===== src/design/aer_pkg.sv =====
// Package of constants and types for the extended adjustment register bank.
package aer_pkg;

  // ----------------------------------------------------------------------
  // Serial frame layout
  // ----------------------------------------------------------------------
  localparam int unsigned ADDR_W      = 4;
  localparam int unsigned DATA_W      = 16;
  localparam int unsigned HEADER_W    = 12;
  localparam logic [11:0] HEADER_PAT  = 12'h001;
  localparam int unsigned FRAME_W     = HEADER_W + ADDR_W + DATA_W;
  localparam logic [5:0]  FRAME_BITS  = 6'h20;

  // ----------------------------------------------------------------------
  // Register offsets
  // ----------------------------------------------------------------------
  localparam logic [3:0] ADDR_I_OFFSET  = 4'h2;
  localparam logic [3:0] ADDR_I_GAIN    = 4'h3;
  localparam logic [3:0] ADDR_EXT_CFG   = 4'h9;
  localparam logic [3:0] ADDR_Q_OFFSET  = 4'ha;
  localparam logic [3:0] ADDR_Q_GAIN    = 4'hb;
  localparam logic [3:0] ADDR_FINE      = 4'he;
  localparam logic [3:0] ADDR_COARSE    = 4'hf;

  // ----------------------------------------------------------------------
  // Reset values
  // ----------------------------------------------------------------------
  localparam logic [15:0] RST_OFFSET  = 16'h007f;
  localparam logic [15:0] RST_GAIN    = 16'h807f;
  localparam logic [15:0] RST_EXT_CFG = 16'h03ff;
  localparam logic [15:0] RST_FINE    = 16'h00ff;
  localparam logic [15:0] RST_COARSE  = 16'h007f;

  // ----------------------------------------------------------------------
  // Field positions
  // ----------------------------------------------------------------------
  localparam int unsigned OFS_MAG_HI  = 15;
  localparam int unsigned OFS_MAG_LO  = 8;
  localparam int unsigned OFS_SIGN    = 7;
  localparam int unsigned GAIN_HI     = 15;
  localparam int unsigned GAIN_LO     = 7;
  localparam int unsigned EXT_PATTERN = 15;
  localparam int unsigned EXT_TRIM    = 14;
  localparam int unsigned EXT_DES     = 13;
  localparam int unsigned EXT_SOURCE  = 12;
  localparam int unsigned EXT_SLOW    = 10;
  localparam int unsigned FINE_HI     = 15;
  localparam int unsigned FINE_LO     = 8;
  localparam int unsigned CRS_INV     = 15;
  localparam int unsigned CRS_HI      = 14;
  localparam int unsigned CRS_LO      = 10;
  localparam int unsigned MID_HI      = 9;
  localparam int unsigned MID_LO      = 7;

  // ----------------------------------------------------------------------
  // Carriers
  // ----------------------------------------------------------------------
  typedef struct packed {
    logic [7:0] magnitude;
    logic       negative;
  } aer_offset_s;

  typedef struct packed {
    logic patternOutputEnable;
    logic terminationTrimSkip;
    logic dualEdgeSampling;
    logic inputSourceSelect;
    logic slowClockTuning;
  } aer_ext_cfg_s;

  typedef struct packed {
    logic       sampleClockInvert;
    logic [4:0] coarseDelay;
    logic [2:0] intermediateDelay;
    logic [7:0] fineDelay;
  } aer_phase_s;

  typedef enum logic [1:0] {
    AER_IDLE  = 2'b00,
    AER_SHIFT = 2'b01,
    AER_DONE  = 2'b11
  } aer_state_e;

endpackage


===== src/design/aer_extended_adjust_regs.sv =====
// Extended adjustment register bank with its serial configuration port.
`timescale 1ns/10ps
`default_nettype none

module aer_extended_adjust_regs
  import aer_pkg::*;
(
  input  wire logic         mclk,
  input  wire logic         nrst,
  input  wire logic         serialClk,
  input  wire logic         serialSelect_n,
  input  wire logic         serialData,
  input  wire logic         extendedMode,
  input  wire logic         calibrationRunning,
  output logic              writeStrobe,
  output aer_offset_s       iOffset,
  output aer_offset_s       qOffset,
  output logic [8:0]        iGainCode,
  output logic [8:0]        qGainCode,
  output aer_ext_cfg_s      extCfg,
  output aer_phase_s        phase
);

  // ----------------------------------------------------------------------
  // Serial receiver
  // ----------------------------------------------------------------------
  // The serial clock is sampled as an ordinary input; its rising edge
  // shifts one bit. Frames shorter than the full length are discarded.
  aer_state_e          state_r, state_nxt;
  logic [FRAME_W-1:0]  shift_r, shift_nxt;
  logic [5:0]          count_r, count_nxt;
  logic                sclkPrev_r;
  logic                sclkRise;

  assign sclkRise = serialClk & ~sclkPrev_r;

  always_comb begin
    state_nxt = state_r;
    shift_nxt = shift_r;
    count_nxt = count_r;
    case (state_r)
      AER_IDLE: begin
        count_nxt = 6'h00;
        if (!serialSelect_n) begin
          state_nxt = AER_SHIFT;
        end
      end
      AER_SHIFT: begin
        if (serialSelect_n) begin
          state_nxt = AER_IDLE;
        end else if (sclkRise) begin
          shift_nxt = {shift_r[FRAME_W-2:0], serialData};
          count_nxt = count_r + 6'h01;
          if (count_r == FRAME_BITS - 6'h01) begin
            state_nxt = AER_DONE;
          end
        end
      end
      AER_DONE: begin
        if (serialSelect_n) begin
          state_nxt = AER_IDLE;
        end
      end
      default: begin
        state_nxt = AER_IDLE;
      end
    endcase
  end

  always_ff @(posedge mclk or negedge nrst) begin
    if (!nrst) begin
      state_r    <= AER_IDLE;
      shift_r    <= '0;
      count_r    <= 6'h00;
      sclkPrev_r <= 1'b0;
    end else begin
      state_r    <= state_nxt;
      shift_r    <= shift_nxt;
      count_r    <= count_nxt;
      sclkPrev_r <= serialClk;
    end
  end

  // ----------------------------------------------------------------------
  // Frame decode
  // ----------------------------------------------------------------------
  logic              frameDone;
  logic [3:0]        frameAddr;
  logic [15:0]       frameData;

  // A full frame is committed once, on entry to the done state.
  assign frameDone = (state_r == AER_SHIFT) && (state_nxt == AER_DONE)
                     && (shift_nxt[FRAME_W-1 -: HEADER_W] == HEADER_PAT);
  assign frameAddr = shift_nxt[DATA_W +: ADDR_W];
  assign frameData = shift_nxt[DATA_W-1:0];

  function automatic logic hit(input logic [3:0] a);
    hit = frameDone && (frameAddr == a);
  endfunction

  // ----------------------------------------------------------------------
  // Register file
  // ----------------------------------------------------------------------
  // Writes during calibration are not blocked; the host is trusted to
  // hold off, and blocking would hide its mistake.
  logic [15:0] iOfs_r, iOfs_nxt;
  logic [15:0] iGain_r, iGain_nxt;
  logic [15:0] ext_r, ext_nxt;
  logic [15:0] qOfs_r, qOfs_nxt;
  logic [15:0] qGain_r, qGain_nxt;
  logic [15:0] fine_r, fine_nxt;
  logic [15:0] coarse_r, coarse_nxt;
  logic        strobe_nxt;

  always_comb begin
    iOfs_nxt   = hit(ADDR_I_OFFSET) ? frameData : iOfs_r;
    iGain_nxt  = hit(ADDR_I_GAIN)   ? frameData : iGain_r;
    ext_nxt    = hit(ADDR_EXT_CFG)  ? frameData : ext_r;
    qOfs_nxt   = hit(ADDR_Q_OFFSET) ? frameData : qOfs_r;
    qGain_nxt  = hit(ADDR_Q_GAIN)   ? frameData : qGain_r;
    fine_nxt   = hit(ADDR_FINE)     ? frameData : fine_r;
    coarse_nxt = hit(ADDR_COARSE)   ? frameData : coarse_r;
    strobe_nxt = frameDone;
  end

  always_ff @(posedge mclk or negedge nrst) begin
    if (!nrst) begin
      iOfs_r      <= RST_OFFSET;
      iGain_r     <= RST_GAIN;
      ext_r       <= RST_EXT_CFG;
      qOfs_r      <= RST_OFFSET;
      qGain_r     <= RST_GAIN;
      fine_r      <= RST_FINE;
      coarse_r    <= RST_COARSE;
      writeStrobe <= 1'b0;
    end else begin
      iOfs_r      <= iOfs_nxt;
      iGain_r     <= iGain_nxt;
      ext_r       <= ext_nxt;
      qOfs_r      <= qOfs_nxt;
      qGain_r     <= qGain_nxt;
      fine_r      <= fine_nxt;
      coarse_r    <= coarse_nxt;
      writeStrobe <= strobe_nxt;
    end
  end

  // ----------------------------------------------------------------------
  // Effective controls
  // ----------------------------------------------------------------------
  // Outside extended mode every control falls back to its reset meaning.
  // Gain reaches the analog side straight from the register, so no
  // calibration handshake is involved in a gain change.
  aer_offset_s   iOffset_nxt, qOffset_nxt;
  aer_ext_cfg_s  extCfg_nxt;
  aer_phase_s    phase_nxt;
  logic [8:0]    iGain_eff, qGain_eff;
  logic [15:0]   iOfsSel, qOfsSel, iGainSel, qGainSel;
  logic [15:0]   extSel, fineSel, coarseSel;

  always_comb begin
    iOfsSel   = extendedMode ? iOfs_r   : RST_OFFSET;
    qOfsSel   = extendedMode ? qOfs_r   : RST_OFFSET;
    iGainSel  = extendedMode ? iGain_r  : RST_GAIN;
    qGainSel  = extendedMode ? qGain_r  : RST_GAIN;
    extSel    = extendedMode ? ext_r    : RST_EXT_CFG;
    fineSel   = extendedMode ? fine_r   : RST_FINE;
    coarseSel = extendedMode ? coarse_r : RST_COARSE;

    iOffset_nxt.magnitude = iOfsSel[OFS_MAG_HI:OFS_MAG_LO];
    iOffset_nxt.negative  = iOfsSel[OFS_SIGN];
    qOffset_nxt.magnitude = qOfsSel[OFS_MAG_HI:OFS_MAG_LO];
    qOffset_nxt.negative  = qOfsSel[OFS_SIGN];

    iGain_eff = iGainSel[GAIN_HI:GAIN_LO];
    qGain_eff = qGainSel[GAIN_HI:GAIN_LO];

    extCfg_nxt.patternOutputEnable = extSel[EXT_PATTERN];
    extCfg_nxt.terminationTrimSkip = extSel[EXT_TRIM];
    extCfg_nxt.dualEdgeSampling    = extSel[EXT_DES];
    extCfg_nxt.inputSourceSelect   = extSel[EXT_SOURCE];
    extCfg_nxt.slowClockTuning     = extSel[EXT_SLOW];

    phase_nxt.fineDelay         = fineSel[FINE_HI:FINE_LO];
    phase_nxt.sampleClockInvert = coarseSel[CRS_INV];
    phase_nxt.coarseDelay       = coarseSel[CRS_HI:CRS_LO];
    phase_nxt.intermediateDelay = coarseSel[MID_HI:MID_LO];
  end

  always_ff @(posedge mclk or negedge nrst) begin
    if (!nrst) begin
      iOffset   <= '0;
      qOffset   <= '0;
      iGainCode <= RST_GAIN[GAIN_HI:GAIN_LO];
      qGainCode <= RST_GAIN[GAIN_HI:GAIN_LO];
      extCfg    <= '0;
      phase     <= '0;
    end else begin
      iOffset   <= iOffset_nxt;
      qOffset   <= qOffset_nxt;
      iGainCode <= iGain_eff;
      qGainCode <= qGain_eff;
      extCfg    <= extCfg_nxt;
      phase     <= phase_nxt;
    end
  end

  // The calibration flag is only observed by the host side.
  logic unusedCal;
  assign unusedCal = calibrationRunning;

endmodule

`default_nettype wire


===== config.mk =====
export PLATFORM = sky130hd
export DESIGN_NAME = aer_extended_adjust_regs
export DESIGN_NICKNAME = d
export VERILOG_FILES = /design/src/design/aer_pkg.sv /design/src/design/aer_extended_adjust_regs.sv
export SDC_FILE = /design/constraint.sdc
export NUM_CORES = 1
export LEC_CHECK = 0
export ABC_AREA = 1
export BUFFER_PORTS_ARGS = -buffer_cell sky130_fd_sc_hd__buf_4
export CORE_ASPECT_RATIO = 1.4
export CORE_MARGIN = 2
export CORE_UTILIZATION = 40
export CTS_BUF_LIST = sky130_fd_sc_hd__clkbuf_2
export DETAILED_ROUTE_END_ITERATION = 8
export PLACE_DENSITY = 0.7
export REMOVE_ABC_BUFFERS = 1
export SKIP_LAST_GASP = 1
export SLEW_MARGIN = 20
export SYNTH_ARGS = -nofsm -noshare
export SYNTH_HDL_FRONTEND = slang
export SYNTH_SLANG_ARGS = --single-unit

===== constraint.sdc =====
create_clock -name mclk -period 2.29 [get_ports mclk]
set_input_delay 0.1145 -clock mclk [delete_from_list [all_inputs] [get_ports mclk]]
set_output_delay 0.1145 -clock mclk [all_outputs]
set_load 0.03 [all_outputs]

### Word level (Yosys, flattened, before mapping)

Index checks and enable logic that the tools add are counted.

* register bits after elaboration: 212
* input port bits: 7
* logic and storage cells: 75

* $add $sub $neg: 1
* eq/ne operators: 14
* muxes and demuxes: 19
* bitwise logic cells: 2
* reduce and logical (&&, ||, !) cells: 12

Operators with widths (count)
* $mux W16: 7
* $mux W32: 3
* $eq A4 B4 Y1 const B: 5
* $eq A12 B1 Y1 const B: 1
* $mux W6: 2
* $pmux W6 S2: 1
* $mux W2: 5
* $logic_and A1 B1 Y1: 9
* $eq A4 B2 Y1 const B: 2
* $add A6 B1 Y6 const B: 1
* $eq A6 B5 Y1 const B: 1
* $pmux W2 S3: 1
* $eq A2 B2 Y1 const B: 2
* $ne A2 B2 Y1 const B: 2
* $reduce_and A3 Y1: 1
* $eq A2 B1 Y1 const B: 1
* $logic_not A2 Y1: 1
* $reduce_bool A2 Y1: 1
* $and A1 B1 Y1: 1
* $not A1 Y1: 1

### Depth between registers and ports, before layout

* word-level depth: 9
* gate-level depth with buffers: 14
* gate-level depth less buffers: 12

### Least setup slack after synthesis

Ideal clock, no wire load.

* path kind: flip-flop to flip-flop
* start point: register state_r[1]
* end point: register coarse_r[10]
* library setup time: 117 ps
* arrival: 1799 ps
* required time: 2173 ps
* slack: 374 ps
* cell stages (with the launch flop): 13
* path buffers: 2
* cells stage by stage: dfrtp_1 > nor2_4 > nand3_4 > buf_6 > buf_6 > nand2_1 > nand2_1 > nor2_1 > nand2_2 > nor2_8 > nand3_4 > nand2_1 > nand2_1

* elaborated cells between the ends (all ways): 16
* those cells by class: 5 x eq/ne; 7 x mux; 4 x reduce/logical

RTL lines
* start: declaration: RTL line aer_extended_adjust_regs.sv:29 `aer_state_e state_r, state_nxt;`
* start signal: assignment: RTL line aer_extended_adjust_regs.sv:77 `state_r <= state_nxt;`
* $eq A2 B1 Y1: RTL line aer_extended_adjust_regs.sv:41 `case (state_r)`
* $mux W32: RTL line aer_extended_adjust_regs.sv:41
* named net shift_nxt[21]: RTL line aer_extended_adjust_regs.sv:30 `logic [FRAME_W-1:0] shift_r, shift_nxt;`
* $eq A12 B1 Y1: RTL line aer_extended_adjust_regs.sv:93 `&& (shift_nxt[FRAME_W-1 -: HEADER_W] == HEADER_PAT);`
* $logic_and A1 B1 Y1: RTL line aer_extended_adjust_regs.sv:93
* $logic_and A1 B1 Y1: RTL line aer_extended_adjust_regs.sv:98 `hit = frameDone && (frameAddr == a);`
* end signal: assignment: RTL line aer_extended_adjust_regs.sv:143 `coarse_r <= coarse_nxt;`
* end: declaration: RTL line aer_extended_adjust_regs.sv:112 `logic [15:0] coarse_r, coarse_nxt;`

The timed path passes the listed nets, and every way through them passes these cells.
A chain may end at the register's enable or synchronous reset.

### Worst setup path after layout

* start point: register sclkPrev_r
* end point: register qOfs_r[11]

* elaborated cells between the ends (all ways): 14
* those cells by class: 3 x eq/ne; 6 x mux; 2 x bitwise; 3 x reduce/logical

RTL lines
* start: declaration: RTL line aer_extended_adjust_regs.sv:32 `logic sclkPrev_r;`
* start signal: assignment: RTL line aer_extended_adjust_regs.sv:80 `sclkPrev_r <= serialClk;`
* $not A1 Y1: RTL line aer_extended_adjust_regs.sv:35 `assign sclkRise = serialClk & ~sclkPrev_r;`
* $and A1 B1 Y1: RTL line aer_extended_adjust_regs.sv:35
* $mux W32: RTL line aer_extended_adjust_regs.sv:51 `end else if (sclkRise) begin`
* $mux W32: RTL line aer_extended_adjust_regs.sv:49 `if (serialSelect_n) begin`
* $mux W32: RTL line aer_extended_adjust_regs.sv:41
* named net shift_nxt[19]: RTL line aer_extended_adjust_regs.sv:30
* $eq A4 B4 Y1: RTL line aer_extended_adjust_regs.sv:98
* $logic_and A1 B1 Y1: RTL line aer_extended_adjust_regs.sv:98
* end signal: assignment: RTL line aer_extended_adjust_regs.sv:140 `qOfs_r <= qOfs_nxt;`
* end: declaration: RTL line aer_extended_adjust_regs.sv:109 `logic [15:0] qOfs_r, qOfs_nxt;`

The timed path passes the listed nets, and every way through them passes these cells.

==> flow_metrics.tcl <==
set metrics [dict create \
    clock.fmax_mhz 487.6 \
    setup_viol 0 \
    reg2reg_slack_ns 0.24 \
    clock_latency_ns 0.70 \
    core_sq_um 15470 \
    post_drt_wl_per_cell_um 12.39 \
    post-dp-hpwl_mm 7.628 \
    layout-drive-gt1-share_pct 20.59 \
    core.rowCount 54 \
    synth_compound_area_share_pct 1.172 \
    synth_warnings 0 \
    initial_core_util_pct 40.72 \
    hold_viol 0 \
    async_flop_share_pct 100.0 \
    hold_start "serialSelect_n" \
    slew_headroom_pct 58.76 \
    min_period_ns 2.051 \
    cp_cell_sequence "nor2_2 > nand3_4 > o21ai_2 > nand2_1 > nor2_4 > nand3_4 > nand2_1 > nand2_1" \
    grt_first_pass_wirelength_mm 19.67 \
    p_per_area_nw_per_um2 653.4 \
    fin_crit_sh_pct 89.55 \
    fin_tns_setup_ns 0 \
    netlist_instances 651 \
    drc 0 \
    die_w_um 110.1 \
    cts-root-buf "clkbuf_2" \
    yosysUniqueCellTypes 30 \
    syn_area_sq_um 6301 \
    io_pins 66 \
    synth_top_family_by_area "simple AND/OR/NAND/NOR gates" \
    required_ns 2.89 \
    grt_max_degree 71 \
    dr_wl_met2_mm 6.442 \
    met3_length_um 374 \
    p_leak_nw 4.336 \
    finClkSkew_ns 0.02778 \
    fp.dieH_um 152.5 \
    worstMarginPinSlew_ns 0.6186 \
    fin_hold_ws_ns 0.1057 \
    fin_cells 945 \
    end_kind "register" \
    routedLengthMet1_mm 4.724 \
    clock-sinks 158 \
    grt_usage_pct 14.84 \
    area_delta_synth_final_pct 17.83 \
    worstReg2RegStart "sclkPrev_r$_DFF_PN0_" \
    status "finished, final reports clean" \
    ir_drop_v 0.0004693 \
    final_cell_mix "nand2_1, dfrtp_1, inv_1, nand3_1, buf_4" \
    synth-xor-area-share_pct 0 \
    dr.pass1.iters 4 \
    synth-seq-cells 158 \
    rr_endpoint "qOfs_r[11]$_DFFE_PN0P_" \
    grt_pass1_vias 4201 \
    synthSimpleGateAreaFrac_pct 26.31 \
    highest_layer "met4" \
    cpMostUsedCell "nand2_1" \
    postRouteAntennaNets 0 \
    drv_slew 0 \
    drt_wl_total_mm 11.71 \
    synth_ff_type "dfrtp_1" \
    drt_iter0_markers 170 \
    crit_end "qOfs_r[11]$_DFFE_PN0P_" \
    numPortBuffers 64 \
    synthAdderAreaFrac_pct 0.1986 \
    cts_inserted_buffers 17 \
    layout_commonest_cell "nand2_1" \
    start_kind "register" \
    syn_area_per_cell_sq_um 9.679 \
    clk_pin_slew_worst_paths_ns 0.23 \
    synth-edff-count 0 \
    via_count 4417 \
    cp-startpoint "sclkPrev_r$_DFF_PN0_" \
    worstSetupPathType "reg -> reg" \
    synth_mux_area_share_pct 2.859 \
    ys_seq_area_share_pct 62.83 \
    htree_levels 4 \
    clock_path_buffers 2 \
    critPathMaxStageDelay_ns 0.44 \
    cts_tree "done" \
    hold_path_class "in -> reg" \
    cp_max_fo 15 \
    antenna_found_initial 1 \
    r2r_cells 8 \
    cpMaxStageDelayCell "dfrtp_1" \
    dp.cells 901 \
    final_nets 743 \
    place_ws_ns 0.04438 \
    max-cap-violations 0 \
    die-area_sq_um 16790 \
    critPathArrivalTime_ns 2.65 \
    gp_congestion 0.8112 \
    viasPerCell 4.674 \
    grt_overflow 0 \
    layout_setup_ws_ns 0.2393 \
]
==> synth_stat cells, types with 6 or more instances <==
| master | instances | area [sq um] |
|---|---|---|
| a21oi_1 | 6 | 30.03 |
| buf_2 | 10 | 50.05 |
| dfrtp_1 | 154 | 3854 |
| inv_1 | 81 | 304.0 |
| mux2_2 | 16 | 180.2 |
| nand2_1 | 234 | 878.3 |
| nand3_1 | 81 | 405.4 |
| nand3_4 | 7 | 122.6 |
| nor2_1 | 14 | 52.55 |
| nor2_4 | 6 | 67.56 |
==> worst max-delay path: cells and delay by family, from the launching register on <==
family	cells	cell delay (ns)
AOI/OAI and AO/OA	1	0.23
DFF	1	0.44
and+or+nand+nor	7	1.27
==> through the flow <==
step	cell area (sq um)	total power, mW	utilization, %
3_5_place_dp	7051	3.402	45.57
6_report	7425	4.851	47.99
2_1_floorplan	6191	3.238	-
4_1_cts	7375	4.902	47.66
5_1_grt	7425	5.119	47.99
3_3_place_gp	7051	3.389	45.57
==> flip-flops by register name (all words and copies together) (netlist names), named ones only <==
register and count:
shift_r 25, ext_r 5, state_r 2, iOfs_r 9
iGainCode 9, fine_r 8, coarse_r 9, iGain_r 9
qOfs_r 9, qOffset 9, writeStrobe 1, sclkPrev_r 1
qGain_r 9, iOffset 9, phase 17, extCfg 5
count_r 6, qGainCode 9
==> final cells by class <==
type / count / area [sq um]
Inverter: 82 / 307.8
Tap cell: 196 / 245.2
Antenna cell: 1 / 2.502
Fill cell: 1484 / 8048
Clock buffer: 18 / 90.09
Multi-Input combinational cell: 392 / 1946
Clock inverter: 14 / 143.9
Sequential cell: 158 / 3959
Timing Repair Buffer: 84 / 730.7
==> routing by layer <==
layer  GRT usage (%)  up-vias
li1                -     2196
met1           17.64     2132
met2           25.47       77
met3           4.063       12
met4           5.003        0
met5               0        -
==> report_power, final <==
part / total [mW] / switching [mW] / internal [mW] / leakage (nW)
registers: 2.92 / 0.0475 / 2.87 / 2.17
logic: 0.465 / 0.304 / 0.161 / 2.03
clock network: 1.46 / 0.963 / 0.501 / 0.135
==> cells by family (layout without fill, tap and decap cells) <==
logic type | after synthesis | after routing
simple gates | 360 | 361
other cells | 0 | 1
compound gates | 14 | 14
flops | 158 | 158
buf+inv | 102 | 198
fa+ha+maj | 1 | 1
mux | 16 | 16
==> how the worst min path moves through the flow <==
stage,to,cells past startpoint,slack [ns]
floorplan,async pin,0,-0.18
global placement,qOffset[1]$_DFF_PN0_,1,0.15
detailed placement,qOffset[0]$_DFF_PN0_,1,0.16
CTS,state_r[0]$_DFF_PN0_,3,0.02
global route,state_r[0]$_DFF_PN0_,3,0.005
finish,state_r[0]$_DFF_PN0_,3,0.11
==> timing repair <==
action | CTS | global route
endpoints found under the hold margin | 236 | 0
cloned | 0 | 1
endpoints found under the setup margin | 2 | 57
hold buffers | 7 | 0
setup buffers | 1 | 2
resized for setup | 0 | 3
pin swaps | 1 | 2
Power figures use the tool's default switching activity.
